`src/wocw_pkg.sv`:
```
// Constants for the write-once configuration word bank
// Notes on behaviour
// - Programmed bit reads 0, unprogrammed reads 1.
// - Words sit consecutively from base 0xF80000.
// - Only table accesses reach configuration space.
// - Writing upper byte ones changes nothing.
// - Each bit programs once per power cycle.
// - Debug word reserved bits read as one.
// - Oscillator reserved bit returns programmed value.
package wocw_pkg;

    // Configuration space and bank placement
    localparam logic [23:0] WOCW_CFG_SPACE_LO = 24'h800000;
    localparam logic [23:0] WOCW_CFG_BASE     = 24'hf80000;
    localparam int          WOCW_WORDS        = 12;
    localparam int          WOCW_IDX_W        = 4;

    // Byte offsets of each word
    localparam logic [23:0] OFS_BOOT_SEGMENT_PROTECT    = 24'hf80000;
    localparam logic [23:0] OFS_SECURE_SEGMENT_PROTECT  = 24'hf80002;
    localparam logic [23:0] OFS_GENERAL_SEGMENT_PROTECT = 24'hf80004;
    localparam logic [23:0] OFS_OSCILLATOR_SOURCE_SELECT = 24'hf80006;
    localparam logic [23:0] OFS_OSCILLATOR_SETUP        = 24'hf80008;
    localparam logic [23:0] OFS_WATCHDOG_SETUP          = 24'hf8000a;
    localparam logic [23:0] OFS_POWER_ON_RESET_SETUP    = 24'hf8000c;
    localparam logic [23:0] OFS_DEBUG_PORT_SETUP        = 24'hf8000e;
    localparam logic [23:0] OFS_USER_UNIT_ID_BYTE0      = 24'hf80010;
    localparam logic [23:0] OFS_USER_UNIT_ID_BYTE1      = 24'hf80012;
    localparam logic [23:0] OFS_USER_UNIT_ID_BYTE2      = 24'hf80014;
    localparam logic [23:0] OFS_USER_UNIT_ID_BYTE3      = 24'hf80016;

    // Word indexes used by the checks
    localparam logic [3:0] IDX_OSC_SOURCE = 4'h3;
    localparam logic [3:0] IDX_DEBUG_PORT = 4'h7;
    localparam logic [3:0] IDX_UID_BYTE0  = 4'h8;

    // Implemented bits per word, index 11 first
    localparam logic [WOCW_WORDS-1:0][7:0] WOCW_IMPL_MASK = {
        8'hff, 8'hff, 8'hff, 8'hff,
        8'h23, 8'h07, 8'hdf, 8'hc7,
        8'hc7, 8'h07, 8'hcf, 8'hcf
    };
    // Bits that always read as one, index 11 first
    localparam logic [WOCW_WORDS-1:0][7:0] WOCW_FORCE_ONE = {
        8'h00, 8'h00, 8'h00, 8'h00,
        8'hc0, 8'h00, 8'h00, 8'h00,
        8'h00, 8'h00, 8'h00, 8'h00
    };
    localparam logic [7:0]  DBG_RSVD_BITS = 8'hc0;
    localparam logic [7:0]  OSC_RSVD_BIT  = 8'h40;

    // Read and reset values
    localparam logic [7:0]  WOCW_UPPER_BYTE  = 8'hff;
    localparam logic [7:0]  WOCW_ERASED_BYTE = 8'hff;
    localparam logic [15:0] WOCW_UNMAPPED_RD = 16'hffff;
    localparam logic [15:0] WOCW_RDATA_RST   = 16'h0000;
    localparam int          WOCW_RD_LATENCY  = 1;

endpackage : wocw_pkg

```
`src/wocw_bank.sv`:
```
// Write-once configuration word bank with table access port
`timescale 1ns/1ps

module wocw_bank
    import wocw_pkg::*;
(
    input  wire logic                      i_core_clk,
    input  wire logic                      i_rst,
    input  wire logic                      i_ce,
    input  wire logic                      i_por,
    input  wire logic                      i_tbl_rd,
    input  wire logic                      i_tbl_wr,
    input  wire logic [23:0]               i_tbl_addr,
    input  wire logic [15:0]               i_tbl_wdata,
    input  wire logic                      i_data_rd,
    input  wire logic                      i_data_wr,
    input  wire logic [23:0]               i_data_addr,
    output logic      [15:0]               o_tbl_rdata,
    output logic                           o_tbl_rvalid,
    output logic                           o_wr_ignored,
    output logic                           o_data_blocked,
    output logic      [WOCW_WORDS*8-1:0]   o_cfg_bits
);

    typedef struct packed {
        logic [WOCW_WORDS-1:0][7:0] cfg;
        logic [15:0]                rdata;
        logic                       rvalid;
        logic                       ign;
        logic                       blk;
    } wocw_state_s;

    wocw_state_s s_reg;
    wocw_state_s s_next;

    logic                       tbl_in_bank;
    logic [WOCW_IDX_W-1:0]      tbl_idx;
    logic                       tbl_hit;
    logic                       data_in_cfg;
    logic [WOCW_WORDS-1:0][7:0] wr_val;
    logic [WOCW_WORDS-1:0][7:0] rd_val;
    logic [WOCW_WORDS-1:0]      wr_rejected;

    // Word decode; bit 0 of the byte address is ignored
    // consecutive word map
    assign tbl_idx     = i_tbl_addr[4:1];
    assign tbl_in_bank = (i_tbl_addr[23:5] == WOCW_CFG_BASE[23:5]);
    assign tbl_hit     = tbl_in_bank &&
                         (tbl_idx < WOCW_IDX_W'(WOCW_WORDS));

    // data side never enters configuration space
    assign data_in_cfg = (i_data_rd || i_data_wr) &&
                         (i_data_addr >= WOCW_CFG_SPACE_LO);

    // Per-word write and read values
    genvar g;
    generate
        for (g = 0; g < WOCW_WORDS; g++) begin : g_word
            // a write can only clear, never restore a bit
            assign wr_val[g] = s_reg.cfg[g] &
                               (i_tbl_wdata[7:0] | ~WOCW_IMPL_MASK[g]);
            // Ones aimed at programmed bits are dropped and flagged
            assign wr_rejected[g] = |(~s_reg.cfg[g] & i_tbl_wdata[7:0] &
                                      WOCW_IMPL_MASK[g]);
            // reserved debug bits forced to one on read
            // oscillator reserved bit reads stored value
            assign rd_val[g] = s_reg.cfg[g] | WOCW_FORCE_ONE[g];
        end
    endgenerate

    // Next-state logic for the whole bank
    always_comb begin
        s_next        = s_reg;
        s_next.rvalid = 1'b0;
        s_next.ign    = 1'b0;
        s_next.blk    = data_in_cfg;
        if (i_tbl_rd) begin
            s_next.rvalid = 1'b1;
            // upper byte has no storage and reads ones
            if (tbl_hit) begin
                s_next.rdata = {WOCW_UPPER_BYTE, rd_val[tbl_idx]};
            end else begin
                s_next.rdata = WOCW_UNMAPPED_RD;
            end
        end
        // user ID bytes share the same write path
        if (i_tbl_wr && tbl_hit) begin
            s_next.cfg[tbl_idx] = wr_val[tbl_idx];
            s_next.ign          = wr_rejected[tbl_idx];
        end
    end

    // Registered state; reset spares the configuration bits
    always_ff @(posedge i_core_clk) begin
        if (i_ce) begin
            if (i_rst) begin
                s_reg.rdata  <= WOCW_RDATA_RST;
                s_reg.rvalid <= 1'b0;
                s_reg.ign    <= 1'b0;
                s_reg.blk    <= 1'b0;
            end else begin
                s_reg <= s_next;
            end
            if (i_por) begin
                s_reg.cfg <= {WOCW_WORDS{WOCW_ERASED_BYTE}};
            end
        end
    end

    // Outputs straight from flip-flops
    assign o_tbl_rdata    = s_reg.rdata;
    assign o_tbl_rvalid   = s_reg.rvalid;
    assign o_wr_ignored   = s_reg.ign;
    assign o_data_blocked = s_reg.blk;
    assign o_cfg_bits     = s_reg.cfg;

    // Checks, mostly gated by act; ce_freeze_a samples while the clock enable is low
    logic act;
    // Requests only count while running, out of reset and power-on
    assign act = i_ce && !i_rst && !i_por;
endmodule : wocw_bank

```
`config.mk`:
```
export PLATFORM = sky130hd
export DESIGN_NAME = wocw_bank
export DESIGN_NICKNAME = d
export VERILOG_FILES = /design/src/wocw_pkg.sv /design/src/wocw_bank.sv
export SDC_FILE = /design/constraint.sdc
export NUM_CORES = 1
export LEC_CHECK = 0
export BUFFER_PORTS_ARGS = -buffer_cell sky130_fd_sc_hd__buf_4
export CAP_MARGIN = 30
export CORE_MARGIN = 10
export CORE_UTILIZATION = 56
export DETAILED_ROUTE_END_ITERATION = 12
export GPL_TIMING_DRIVEN = 0
export MAX_ROUTING_LAYER = met4
export PLACE_DENSITY = 0.87
export SYNTH_ARGS = -nofsm -noshare
export SYNTH_HDL_FRONTEND = slang
export SYNTH_SLANG_ARGS = --single-unit
```
`constraint.sdc`:
```
create_clock -name i_core_clk -period 6.91 [get_ports i_core_clk]
set_clock_uncertainty 0.2 [all_clocks]
set_input_delay 1.0365 -clock i_core_clk [delete_from_list [all_inputs] [get_ports i_core_clk]]
set_output_delay 1.0365 -clock i_core_clk [all_outputs]
set_load 0.02 [all_outputs]
```
==> results of run 1 <==
-- cell usage in the layout (no fill, tap or decap), drive strengths merged, types with 8 or more instances in the layout --
master	synthesis	layout
a21oi	19	19
a31oi	10	10
buf	18	169
clkbuf	24	33
edfxtp	108	108
inv	13	14
mux4	20	20
nand2	73	73
nand2b	11	11
nor3	9	9
nor4	8	8
o211ai	43	43
o21ai	39	39
o22ai	28	28
or2	33	33
-- cells by family after synthesis --
| family | synth area share, % |
|---|---|
| buf+inv | 4.80 |
| flops | 54.8 |
| compound gates | 17.9 |
| mux | 9.93 |
| simple gates | 12.6 |
-- worst max-delay path, cell delays in order --
cell     delay, ns
buf_4         0.11
nor4_1        0.34
nand2_1       0.13
nor4_1        0.60
o21a_4        0.60
buf_16        0.33
-- routing by layer --
layer | GRT usage, % | vias up
li1 | - | 2293
met1 | 35.8 | 2609
met2 | 41.3 | 495
met3 | 7.76 | 66
met4 | 8.17 | 0
met5 | - | -
-- flip-flops by register name, summed over array words and instances, names as in the netlist --
| signal | cells |
|---|---|
| o_data_blocked | 1 |
| o_cfg_bits | 96 |
| o_tbl_rvalid | 1 |
| o_wr_ignored | 1 |
| o_tbl_rdata | 9 |
-- final cells by class --
type | count | area (sq um)
Fill cell | 734 | 2860
Timing Repair Buffer | 151 | 1150
Tap cell | 136 | 170
Sequential cell | 108 | 3240
Buffer | 42 | 228
Inverter | 15 | 56.3
Clock buffer | 9 | 124
Multi-Input combinational cell | 343 | 2400
Clock inverter | 6 | 88.8
-- through the flow --
step | hold slack [ns] | cell area, sq um | std cells
after floorplan | 0.476 | 5920 | 508
after global placement | 0.329 | 7220 | 794
after detailed placement | 0.337 | 7250 | 795
after CTS | 0.362 | 7460 | 810
after global routing | 0.372 | 7460 | 810
final | 0.354 | 7460 | 810
-- how the worst max path moves through the flow --
stage | start | end | slack [ns] | depth (start not counted)
2_1_floorplan | i_tbl_addr[4] | o_cfg_bits[0] | 2.25 | 6
3_3_place_gp | i_tbl_addr[5] | o_cfg_bits[75] | 1.16 | 5
3_5_place_dp | i_tbl_addr[5] | o_cfg_bits[62] | 3.21 | 6
4_1_cts | i_tbl_addr[5] | o_cfg_bits[65] | 3.61 | 6
5_1_grt | i_tbl_addr[5] | o_cfg_bits[57] | 3.40 | 6
6_report | i_tbl_addr[5] | o_cfg_bits[49] | 3.58 | 6
-- report_power, final --
part / switching [mW] / internal (mW) / total, mW
Combinational: 0.153 / 0.105 / 0.258
Clock: 0.223 / 0.203 / 0.426
Sequential: 0.0251 / 0.750 / 0.775
Total: 0.401 / 1.06 / 1.46
==> results by group, run 1 <==
Run status
  • Status: complete, no violations

Setup path
  • CP endpoint kind: register
  • Startpoint type of the worst setup path: primary input
  • Crit Path Category: in -> reg
  • Worst Path Arrival: 3.20 ns
  • Reg-to-reg setup timing slack: 4.56 ns
  • Max FO, Critical Path: 56
  • R2r startpoint: o_cfg_bits[90]
  • RR Endpoint: o_cfg_bits[10]
  • Worst Path Required: 6.78 ns
  • R2R cell count: 5

STA
  • Fin Setup TNS: 0 ns
  • Slew of the pin with the lowest slew margin: 0.928 ns
  • Min Clock Period, post-route: 3.33 ns
  • Fin crit share: 48.2%
  • Setup-failing EPs final: 0
  • RSZ-0062 raised after global routing: no
  • Slew Viols, Final: 0
  • Max Fclk: 300 MHz
  • Rel. slew slack: 37.6%
  • Final Hold Fails: 0
  • Final worst-path setup slack: 3.58 ns

Synthesis
  • Post-synth top area share: 54.8%
  • Post-synthesis sequential area ratio: 54.8%
  • Most used DFF post-synth: edfxtp_1
  • Post-synth EDFFs: 108
  • Most frequent cell after synthesis: edfxtp_1
  • Most frequent cells after synthesis: edfxtp_1, nand2_1, o211ai_1, o21ai_0, or2_2
  • Top cells by area, synth: edfxtp_1, o211ai_1, mux4_2, nand2_1, or2_2
  • Avg Inst Size Synth: 11.7 sq um
  • Async S/R FF share, synth: 0%
  • Yosys reg bits: 108
  • Cells after synthesis: 508
  • Yosys top cell by area: edfxtp_1
  • Netlist cell types: 50
  • Synthesized cell area: 0.00592 sq mm
  • Ys Warns: 0
  • Syn_nets: 580

Clock network
  • # clock sinks: 108
  • H-tree depth: 3
  • Clock tree buffer depth: 2
  • CTS tree: yes
  • CTS root buf: clkbuf_8
  • CTS hold repair buffers: 0
  • Clk Latency, worst-skew pair: 0.39 ns
  • Clock-pin slew on the worst setup and hold paths: 0.10 ns
  • Postcts setup bufs: 0
  • Clock buffer count from CTS: 9
  • CTS resizes: 0

Global route
  • Antenna violations before repair: 0
  • Global router's overall resource usage: 27.6%
  • First-pass GRT wire length: 31200 um
  • Largest net degree at the start of global routing: 57
  • GRT overflow: 0
  • Vias in the first global route: 5387

Layout
  • Layout cells sized above 1: 35.8%
  • Synth-to-Final Area Change: 26.1%
  • Post-Route Utilization: 72.3%
  • ANT cells: 0
  • Final net count: 742

Route
  • Drc violations: 0
  • M1 WL: 7600 um
  • Via count: 5463
  • Routed Antenna Nets: 0
  • Final WL: 20300 um
  • Vias per std cell: 6.74
  • Met3 WL: 2840 um
  • Top layer reached by signal wires: met4
  • DR WL/cell: 25.1 um
  • DR iter-0 viols: 667
  • 1st-pass router iterations: 7
  • Met2 routed WL: 9340 um

Power and ir drop
  • Power per cell area: 196 mW/mm^2
  • Pleak: 2.74 nW
  • VDD IR max: 0.138 mV
  • Total power: 1.46 mW

Min path
  • Worst Hold Launch: o_cfg_bits[63]
  • Hold WC Path Type: reg -> reg
  • Worst Hold Depth: 1
  • Hold-critical path endpoint: o_cfg_bits[63]

Floorplan
  • I/O pin cnt: 187
  • Die area: 0.0151 sq mm
  • Core Box Area: 0.0103 sq mm
  • Die Ht: 123 um
  • Die Wd: 123 um
  • Row cnt: 37
  • Initial Utilization: 57.4%

Placement
  • GPL Wtd Cong: 0.960
  • Port Buffer Count: 150
  • HPWL Detailed: 15200 um
  • Post-place setup slack: 3.21 ns

Job
  • Max cap viols: 0
No activity file was read; power rests on OpenSTA's default activity.
==> run 2, diff against run 1 <==
--- a/config.mk
+++ b/config.mk
@@ -8,11 +8,11 @@
 export BUFFER_PORTS_ARGS = -buffer_cell sky130_fd_sc_hd__buf_4
 export CAP_MARGIN = 30
 export CORE_MARGIN = 10
-export CORE_UTILIZATION = 56
+export CORE_UTILIZATION = 47
 export DETAILED_ROUTE_END_ITERATION = 12
 export GPL_TIMING_DRIVEN = 0
 export MAX_ROUTING_LAYER = met4
-export PLACE_DENSITY = 0.87
+export PLACE_DENSITY = 0.77
 export SYNTH_ARGS = -nofsm -noshare
 export SYNTH_HDL_FRONTEND = slang
 export SYNTH_SLANG_ARGS = --single-unit
==> constraint.sdc (replaced) <==
create_clock -name i_core_clk -period 3 [get_ports i_core_clk]
set_clock_uncertainty 0.2 [all_clocks]
set_input_delay 0.45 -clock i_core_clk [delete_from_list [all_inputs] [get_ports i_core_clk]]
set_output_delay 0.45 -clock i_core_clk [all_outputs]
set_load 0.02 [all_outputs]
==> results by group, run 2 (synthesis gave the netlist of run 1 again) <==
STA
  • Fin Setup TNS: 0 ns (unchanged)
  • Fin Hold WS: 0.161 ns (-0.194 ns)
  • RSZ-0062 raised after global routing: no
  • Max Fclk: 364 MHz
  • Final worst-path setup slack: 0.256 ns (-3.32 ns)
  • Min Clock Period, post-route: 2.74 ns
  • Final Hold Fails: 0 (unchanged)
  • Setup-failing EPs final: 0 (unchanged)
  • Fin crit share: 91.5%
  • Slew of the pin with the lowest slew margin: 0.927 ns (-0.00151 ns)
  • Slew Viols, Final: 0 (unchanged)
  • Rel. slew slack: 37.7% (+0.10 points)

Min path
  • Hold WC Path Type: in -> reg

Global route
  • Global router's overall resource usage: 24.1% (-3.5 points)
  • Vias in the first global route: 5248 (-2.6%)
  • First-pass GRT wire length: 32100 um (+2.9%)
  • Antenna violations before repair: 1 (+1)
  • GRT overflow: 0 (unchanged)
  • Largest net degree at the start of global routing: 55 (-3.5%)

Power and ir drop
  • Total power: 3.64 mW (+150%)
  • Pleak: 2.78 nW (+1.6%)
  • Power per cell area: 479 mW/mm^2 (+140%)
  • VDD IR max: 0.253 mV (+83%)

Placement
  • Post-place setup slack: -0.321 ns (-3.54 ns)
  • GPL Wtd Cong: 0.957 (-0.33%)
  • Cell count after placement: 827 (+4.0%)
  • HPWL Detailed: 15900 um (+4.7%)
  • Port Buffer Count: 150 (unchanged)
  • Placed Area: 0.00728 sq mm (+0.45%)

Layout
  • Final net count: 743 (+0.13%)
  • Post-Route Utilization: 62.5% (-9.8 points)
  • Most frequent cells in the layout: buf_4, edfxtp_1, nand2_1, o211ai_1, o21ai_0
  • Cell area after layout: 0.00760 sq mm (+1.8%)
  • Synth-to-Final Area Change: 28.4%
  • Largest register FFs: 96 (unchanged)
  • Commonest non-fill, non-tap cell in the layout: buf_4
  • Finished Layout Cells: 844 (+4.2%)
  • Layout cells sized above 1: 35.7% (-0.053 points)

Setup path
  • Worst Path Required: 2.84 ns (-3.94 ns)
  • Crit path to: o_cfg_bits[22]
  • Crit Path Category: in -> reg
  • R2r startpoint: o_cfg_bits[26]
  • Most frequent CP cell: nor4_1
  • Max FO, Critical Path: 43 (-23%)
  • Worst-path cell chain: buf_4, nor4_1, nand2_1, nor4_1, o21a_4, buf_12
  • Reg-to-reg setup timing slack: 0.59 ns (-3.97 ns)
  • CP endpoint kind: register
  • Startpoint type of the worst setup path: primary input
  • CP startpoint: i_tbl_addr[5]
  • Worst Path Arrival: 2.58 ns (-0.62 ns)
  • R2R cell count: 5 (unchanged)
  • Slowest CP cell: nor4_1
  • CP peak stage delay: 0.70 ns (+0.10 ns)
  • RR Endpoint: o_cfg_bits[66]

Floorplan
  • Row cnt: 40 (+8.1%)
  • I/O pin cnt: 187 (unchanged)
  • Core Box Area: 0.0122 sq mm (+18%)
  • Die Ht: 132 um (+7.7%)
  • Die Wd: 132 um (+7.7%)
  • Die area: 0.0175 sq mm (+16%)
  • Initial Utilization: 48.7% (-8.7 points)

Route
  • DR iter-0 viols: 598 (-10%)
  • Final WL: 21200 um (+4.1%)
  • Routed Antenna Nets: 0 (unchanged)
  • DR WL/cell: 25.1 um (about the same)
  • Vias per std cell: 6.36 (-5.7%)
  • Via count: 5370 (-1.7%)
  • 1st-pass router iterations: 5 (-2)
  • Drc violations: 0 (unchanged)

Run status
  • Status: complete, no violations

Clock network
  • CTS hold repair buffers: 0 (unchanged)
  • Clock-pin slew on the worst setup and hold paths: 0.07 ns (-0.03 ns)
  • # clock sinks: 108 (unchanged)
  • Clock buffer count from CTS: 9 (unchanged)
  • Clk Latency, worst-skew pair: 0.35 ns (-0.04 ns)
  • H-tree depth: 3 (unchanged)
  • Clock tree buffer depth: 2 (unchanged)
  • CTS tree: yes
  • CTS root buf: clkbuf_16

Job
  • Max cap viols: 0 (unchanged)
[run 2: changes by cell type in the layout (fill, tap and decap cells not counted), sizes merged]
cell    change
diode       +1
o21a        +1
inv         -1
clkinv      +1
[run 2: layout make-up]
cell class / instances / area, sq um
fill: 989 / 4560
buffer: 42 / 228
timing repair buffer: 151 / 1150
inverter: 15 / 56.3
tap: 168 / 210
clock inverter: 6 / 80.1
antenna: 1 / 2.50
clock buffer: 9 / 225
multi-input combinational: 344 / 2410
sequential: 108 / 3240
[run 2: power by group]
| group | total (mW) | leakage, nW | internal, mW | switching [mW] |
|---|---|---|---|---|
| sequential | 1.79 | 0.933 | 1.73 | 0.0596 |
| combinational | 0.598 | 1.70 | 0.242 | 0.356 |
| clock | 1.25 | 0.146 | 0.720 | 0.534 |
[run 2: worst min-delay path by stage]
stage / from / endpoint / cells past startpoint
2_1_floorplan: i_ce / o_data_blocked / 0
3_3_place_gp: o_cfg_bits[63] / o_cfg_bits[63] / 1
3_5_place_dp: o_cfg_bits[62] / o_cfg_bits[62] / 1
4_1_cts: i_ce / o_tbl_rvalid / 1
5_1_grt: i_ce / o_wr_ignored / 1
6_report: i_ce / o_tbl_rvalid / 1
[run 2: worst max-delay path: cells and delay by family]
kind | cells | cell delay [ns]
AO/OA/AOI/OAI | 1 | 0.49
buffers and inverters | 2 | 0.41
AND/OR/NAND/NOR | 3 | 1.20
[run 2: what timing repair did]
item / 4_1_cts / 5_1_grt
buffers inserted: 0 / 0
resized for setup: 0 / 0
setup endpoints to repair: 0 / 43
[run 2: routing by layer]
metal / wire length, um / GRT usage, % / vias to the layer above
met1: 8680 / 31.5 / 2617
met5: 0 / - / -
met4: 644 / 8.92 / 0
li1: - / - / 2301
met2: 9720 / 35.6 / 404
met3: 2150 / 5.79 / 48
==> run 3, diff against run 2 <==
--- a/config.mk
+++ b/config.mk
@@ -5,6 +5,7 @@
 export SDC_FILE = /design/constraint.sdc
 export NUM_CORES = 1
 export LEC_CHECK = 0
+export ABC_AREA = 1
 export BUFFER_PORTS_ARGS = -buffer_cell sky130_fd_sc_hd__buf_4
 export CAP_MARGIN = 30
 export CORE_MARGIN = 10
==> results by group, run 3 <==
Setup path
  • Worst Path Required: 2.86 ns (+0.02 ns)
  • Crit Path Category: in -> reg
  • CP endpoint kind: register
  • Startpoint type of the worst setup path: primary input
  • R2R cell count: 6 (+1)
  • Max FO, Critical Path: 28 (-35%)
  • Worst Path Arrival: 2.64 ns (+0.06 ns)

Clock network
  • H-tree depth: 3 (unchanged)
  • Clock-pin slew on the worst setup and hold paths: 0.07 ns (about the same)
  • CTS resizes: 0 (unchanged)
  • Clk Latency, worst-skew pair: 0.36 ns (about the same)
  • # clock sinks: 108 (unchanged)
  • CTS root buf: clkbuf_16
  • CTS tree: yes
  • Clock tree buffer depth: 2 (unchanged)
  • Postcts setup bufs: 0 (unchanged)
  • Clock buffer count from CTS: 9 (unchanged)

STA
  • Rel. slew slack: 48.0% (+10 points)
  • Max Fclk: 360 MHz (-1.3%)
  • Fin crit share: 92.7% (+1.2 points)
  • Slew Viols, Final: 0 (unchanged)
  • RSZ-0062 raised after global routing: no
  • Slew of the pin with the lowest slew margin: 0.780 ns (-0.147 ns)
  • Setup-failing EPs final: 0 (unchanged)
  • Final Hold Fails: 0 (unchanged)
  • Min Clock Period, post-route: 2.78 ns (+0.0362 ns)

Floorplan
  • Initial Utilization: 47.9% (-0.82 points)
  • Row cnt: 42 (+5.0%)
  • Die area: 0.0185 sq mm (+5.6%)
  • Die Wd: 136 um (+2.8%)
  • Die Ht: 136 um (+2.8%)
  • Core Box Area: 0.0132 sq mm (+8.5%)
  • I/O pin cnt: 187 (unchanged)

Layout
  • Synth-to-Final Area Change: 27.5%
  • Commonest non-fill, non-tap cell in the layout: nand2_1
  • Area of the multi-input gates: 0.00253 sq mm (+4.8%)
  • Cell area after layout: 0.00805 sq mm (+5.9%)
  • Layout cells sized above 1: 23.0% (-13 points)
  • Largest register FFs: 96 (unchanged)
  • ANT cells: 0 (-1)
  • Final net count: 1035 (+39%)
  • Register Area: 0.00324 sq mm (unchanged)
  • Most frequent cells in the layout: nand2_1, buf_4, edfxtp_1, inv_1, a21oi_1
  • FILL cells: 1197 (+21%)

Synthesis
  • XOR/XNOR Fraction of Synth Area: 0% (unchanged)
  • Simple-gate area share of the yosys netlist: 25.2% (+13 points)
  • Most used DFF post-synth: edfxtp_1
  • Async S/R FF share, synth: 0% (unchanged)
  • Most frequent cell after synthesis: nand2_1
  • Post-synth top area share: 51.4% (-3.4 points)
  • Compound-Gate Fraction of Synth Area: 14.3% (-3.6 points)
  • Post-synth EDFFs: 108 (unchanged)
  • Post-synthesis sequential area ratio: 51.4% (-3.4 points)
  • Synthesized cell area: 0.00631 sq mm (+6.6%)
  • Yosys top cell by area: edfxtp_1
  • Syn_nets: 870 (+50%)
  • Netlist cell types: 28 (-44%)
  • Largest family of logic cells by synthesized area: simple AND/OR/NAND/NOR gates
  • Top cells by area, synth: edfxtp_1, nand2_1, a21oi_1, inv_1, nand3_1
  • Avg Inst Size Synth: 7.91 sq um (-32%)
  • Yosys reg bits: 108 (unchanged)
  • Ys Warns: 0 (unchanged)
  • Post-Synth Adder-Cell Area: 0% (unchanged)
  • Most frequent cells after synthesis: nand2_1, edfxtp_1, inv_1, a21oi_1, nand3_1
  • Post-synthesis mux area share: 0% (-9.9 points)
  • Cells after synthesis: 798 (+57%)

Route
  • DR iter-0 viols: 896 (+50%)
  • Routed Antenna Nets: 0 (unchanged)
  • Drc violations: 0 (unchanged)
  • DR WL/cell: 20.6 um (-18%)
  • 1st-pass router iterations: 8 (+3)
  • Vias per std cell: 5.72 (-10%)
  • Via count: 6548 (+22%)
  • Final WL: 23500 um (+11%)

Power and ir drop
  • Total power: 3.65 mW (+0.23%)
  • VDD IR max: 0.268 mV (+6.1%)
  • Power per cell area: 453 mW/mm^2 (-5.4%)
  • Pleak: 3.39 nW (+22%)

Global route
  • Antenna violations before repair: 0 (-1)
  • GRT overflow: 0 (unchanged)
  • Global router's overall resource usage: 25.1% (+1.1 points)
  • Vias in the first global route: 6162 (+17%)
  • First-pass GRT wire length: 34800 um (+8.5%)
  • Largest net degree at the start of global routing: 29 (-47%)

Run status
  • Status: complete, no violations

Placement
  • GPL Wtd Cong: 1.00 (+4.5%)
  • Placed Area: 0.00775 sq mm (+6.4%)
  • Port Buffer Count: 150 (unchanged)
  • HPWL Detailed: 17600 um (+10%)

Job
  • Max cap viols: 0 (unchanged)

Min path
  • Worst Hold Depth: 1 (unchanged)
  • Hold WC Path Type: in -> reg
## run 3: cell types whose count changed after synthesis, sizes merged, moves of 10 or more
cell    before  now
inv         13   99
clkbuf      24   14
nand3        4   57
a22oi        0   11
mux4        20    0
nor2         7   57
a21oi       19   82
o211ai      43    3
nand2b      11    0
nand2       73  257
or2         33   11
## run 3: critical path, stage by stage
cell	delay, ns
buf_4	0.14
inv_2	0.09
o21ai_1	0.08
nor3_1	0.24
nand3_1	0.35
inv_2	0.19
nand3_2	0.16
a21oi_4	0.47
buf_16	0.24
buf_12	0.21
## run 3: final timing paths
kind                                      from             end  slack [ns]
worst max-delay path             i_tbl_addr[3]  o_cfg_bits[71]        0.22
worst max register to register  o_cfg_bits[70]  o_cfg_bits[46]        0.73
worst min-delay path                      i_ce  o_data_blocked        0.12
worst min register to register  o_cfg_bits[28]  o_cfg_bits[28]        0.36
## run 3: logic make-up (layout without fill, tap and decap cells)
logic type | Yosys count | count (layout)
compound gates | 165 | 166
buf+inv | 138 | 307
flops | 108 | 108
simple gates | 387 | 387
## run 3: per-stage QoR
stage | setup slack (ns) | hold WS [ns] | utilization, % | cells | setup TNS [ns]
global route | 0.103 | 0.120 | 61.1 | 1144 | 0
detailed placement | -0.324 | 0.344 | 58.8 | 1127 | -14.99
finish | 0.220 | 0.121 | 61.1 | 1144 | 0
global placement | -1.55 | 0.332 | 58.3 | 1124 | -147.59
floorplan | -0.348 | 0.362 | - | 798 | -33.45
CTS | 0.0495 | 0.118 | 61.0 | 1143 | 0
## run 3: area by class of cell
type,count,share of cell area (%)
flip-flops and latches,108,40.3
well taps,176,2.73
plain buffers,38,2.50
inverters,100,4.66
clock buffers,9,2.80
clock inverters,7,0.839
multi-input cells,553,31.4
repair buffers,153,14.8
## run 3: power breakdown
part | total, mW | internal [mW] | switching (mW)
logic | 0.673 | 0.228 | 0.445
registers | 1.78 | 1.73 | 0.0481
clock network | 1.20 | 0.643 | 0.557
## run 3: routing by layer
layer	GRT usage, %	up-vias	part of all wire, %
met5	-	-	0
li1	-	2987	-
met1	32.1	3079	39
met3	5.90	41	13
met2	38.9	441	46
met4	7.87	0	2.0
## run 3: what timing repair did
item | 4_1_cts | 5_1_grt
hold endpoints to repair | 0 | 0
setup endpoints to repair | 0 | 28
hold buffers | 0 | 0
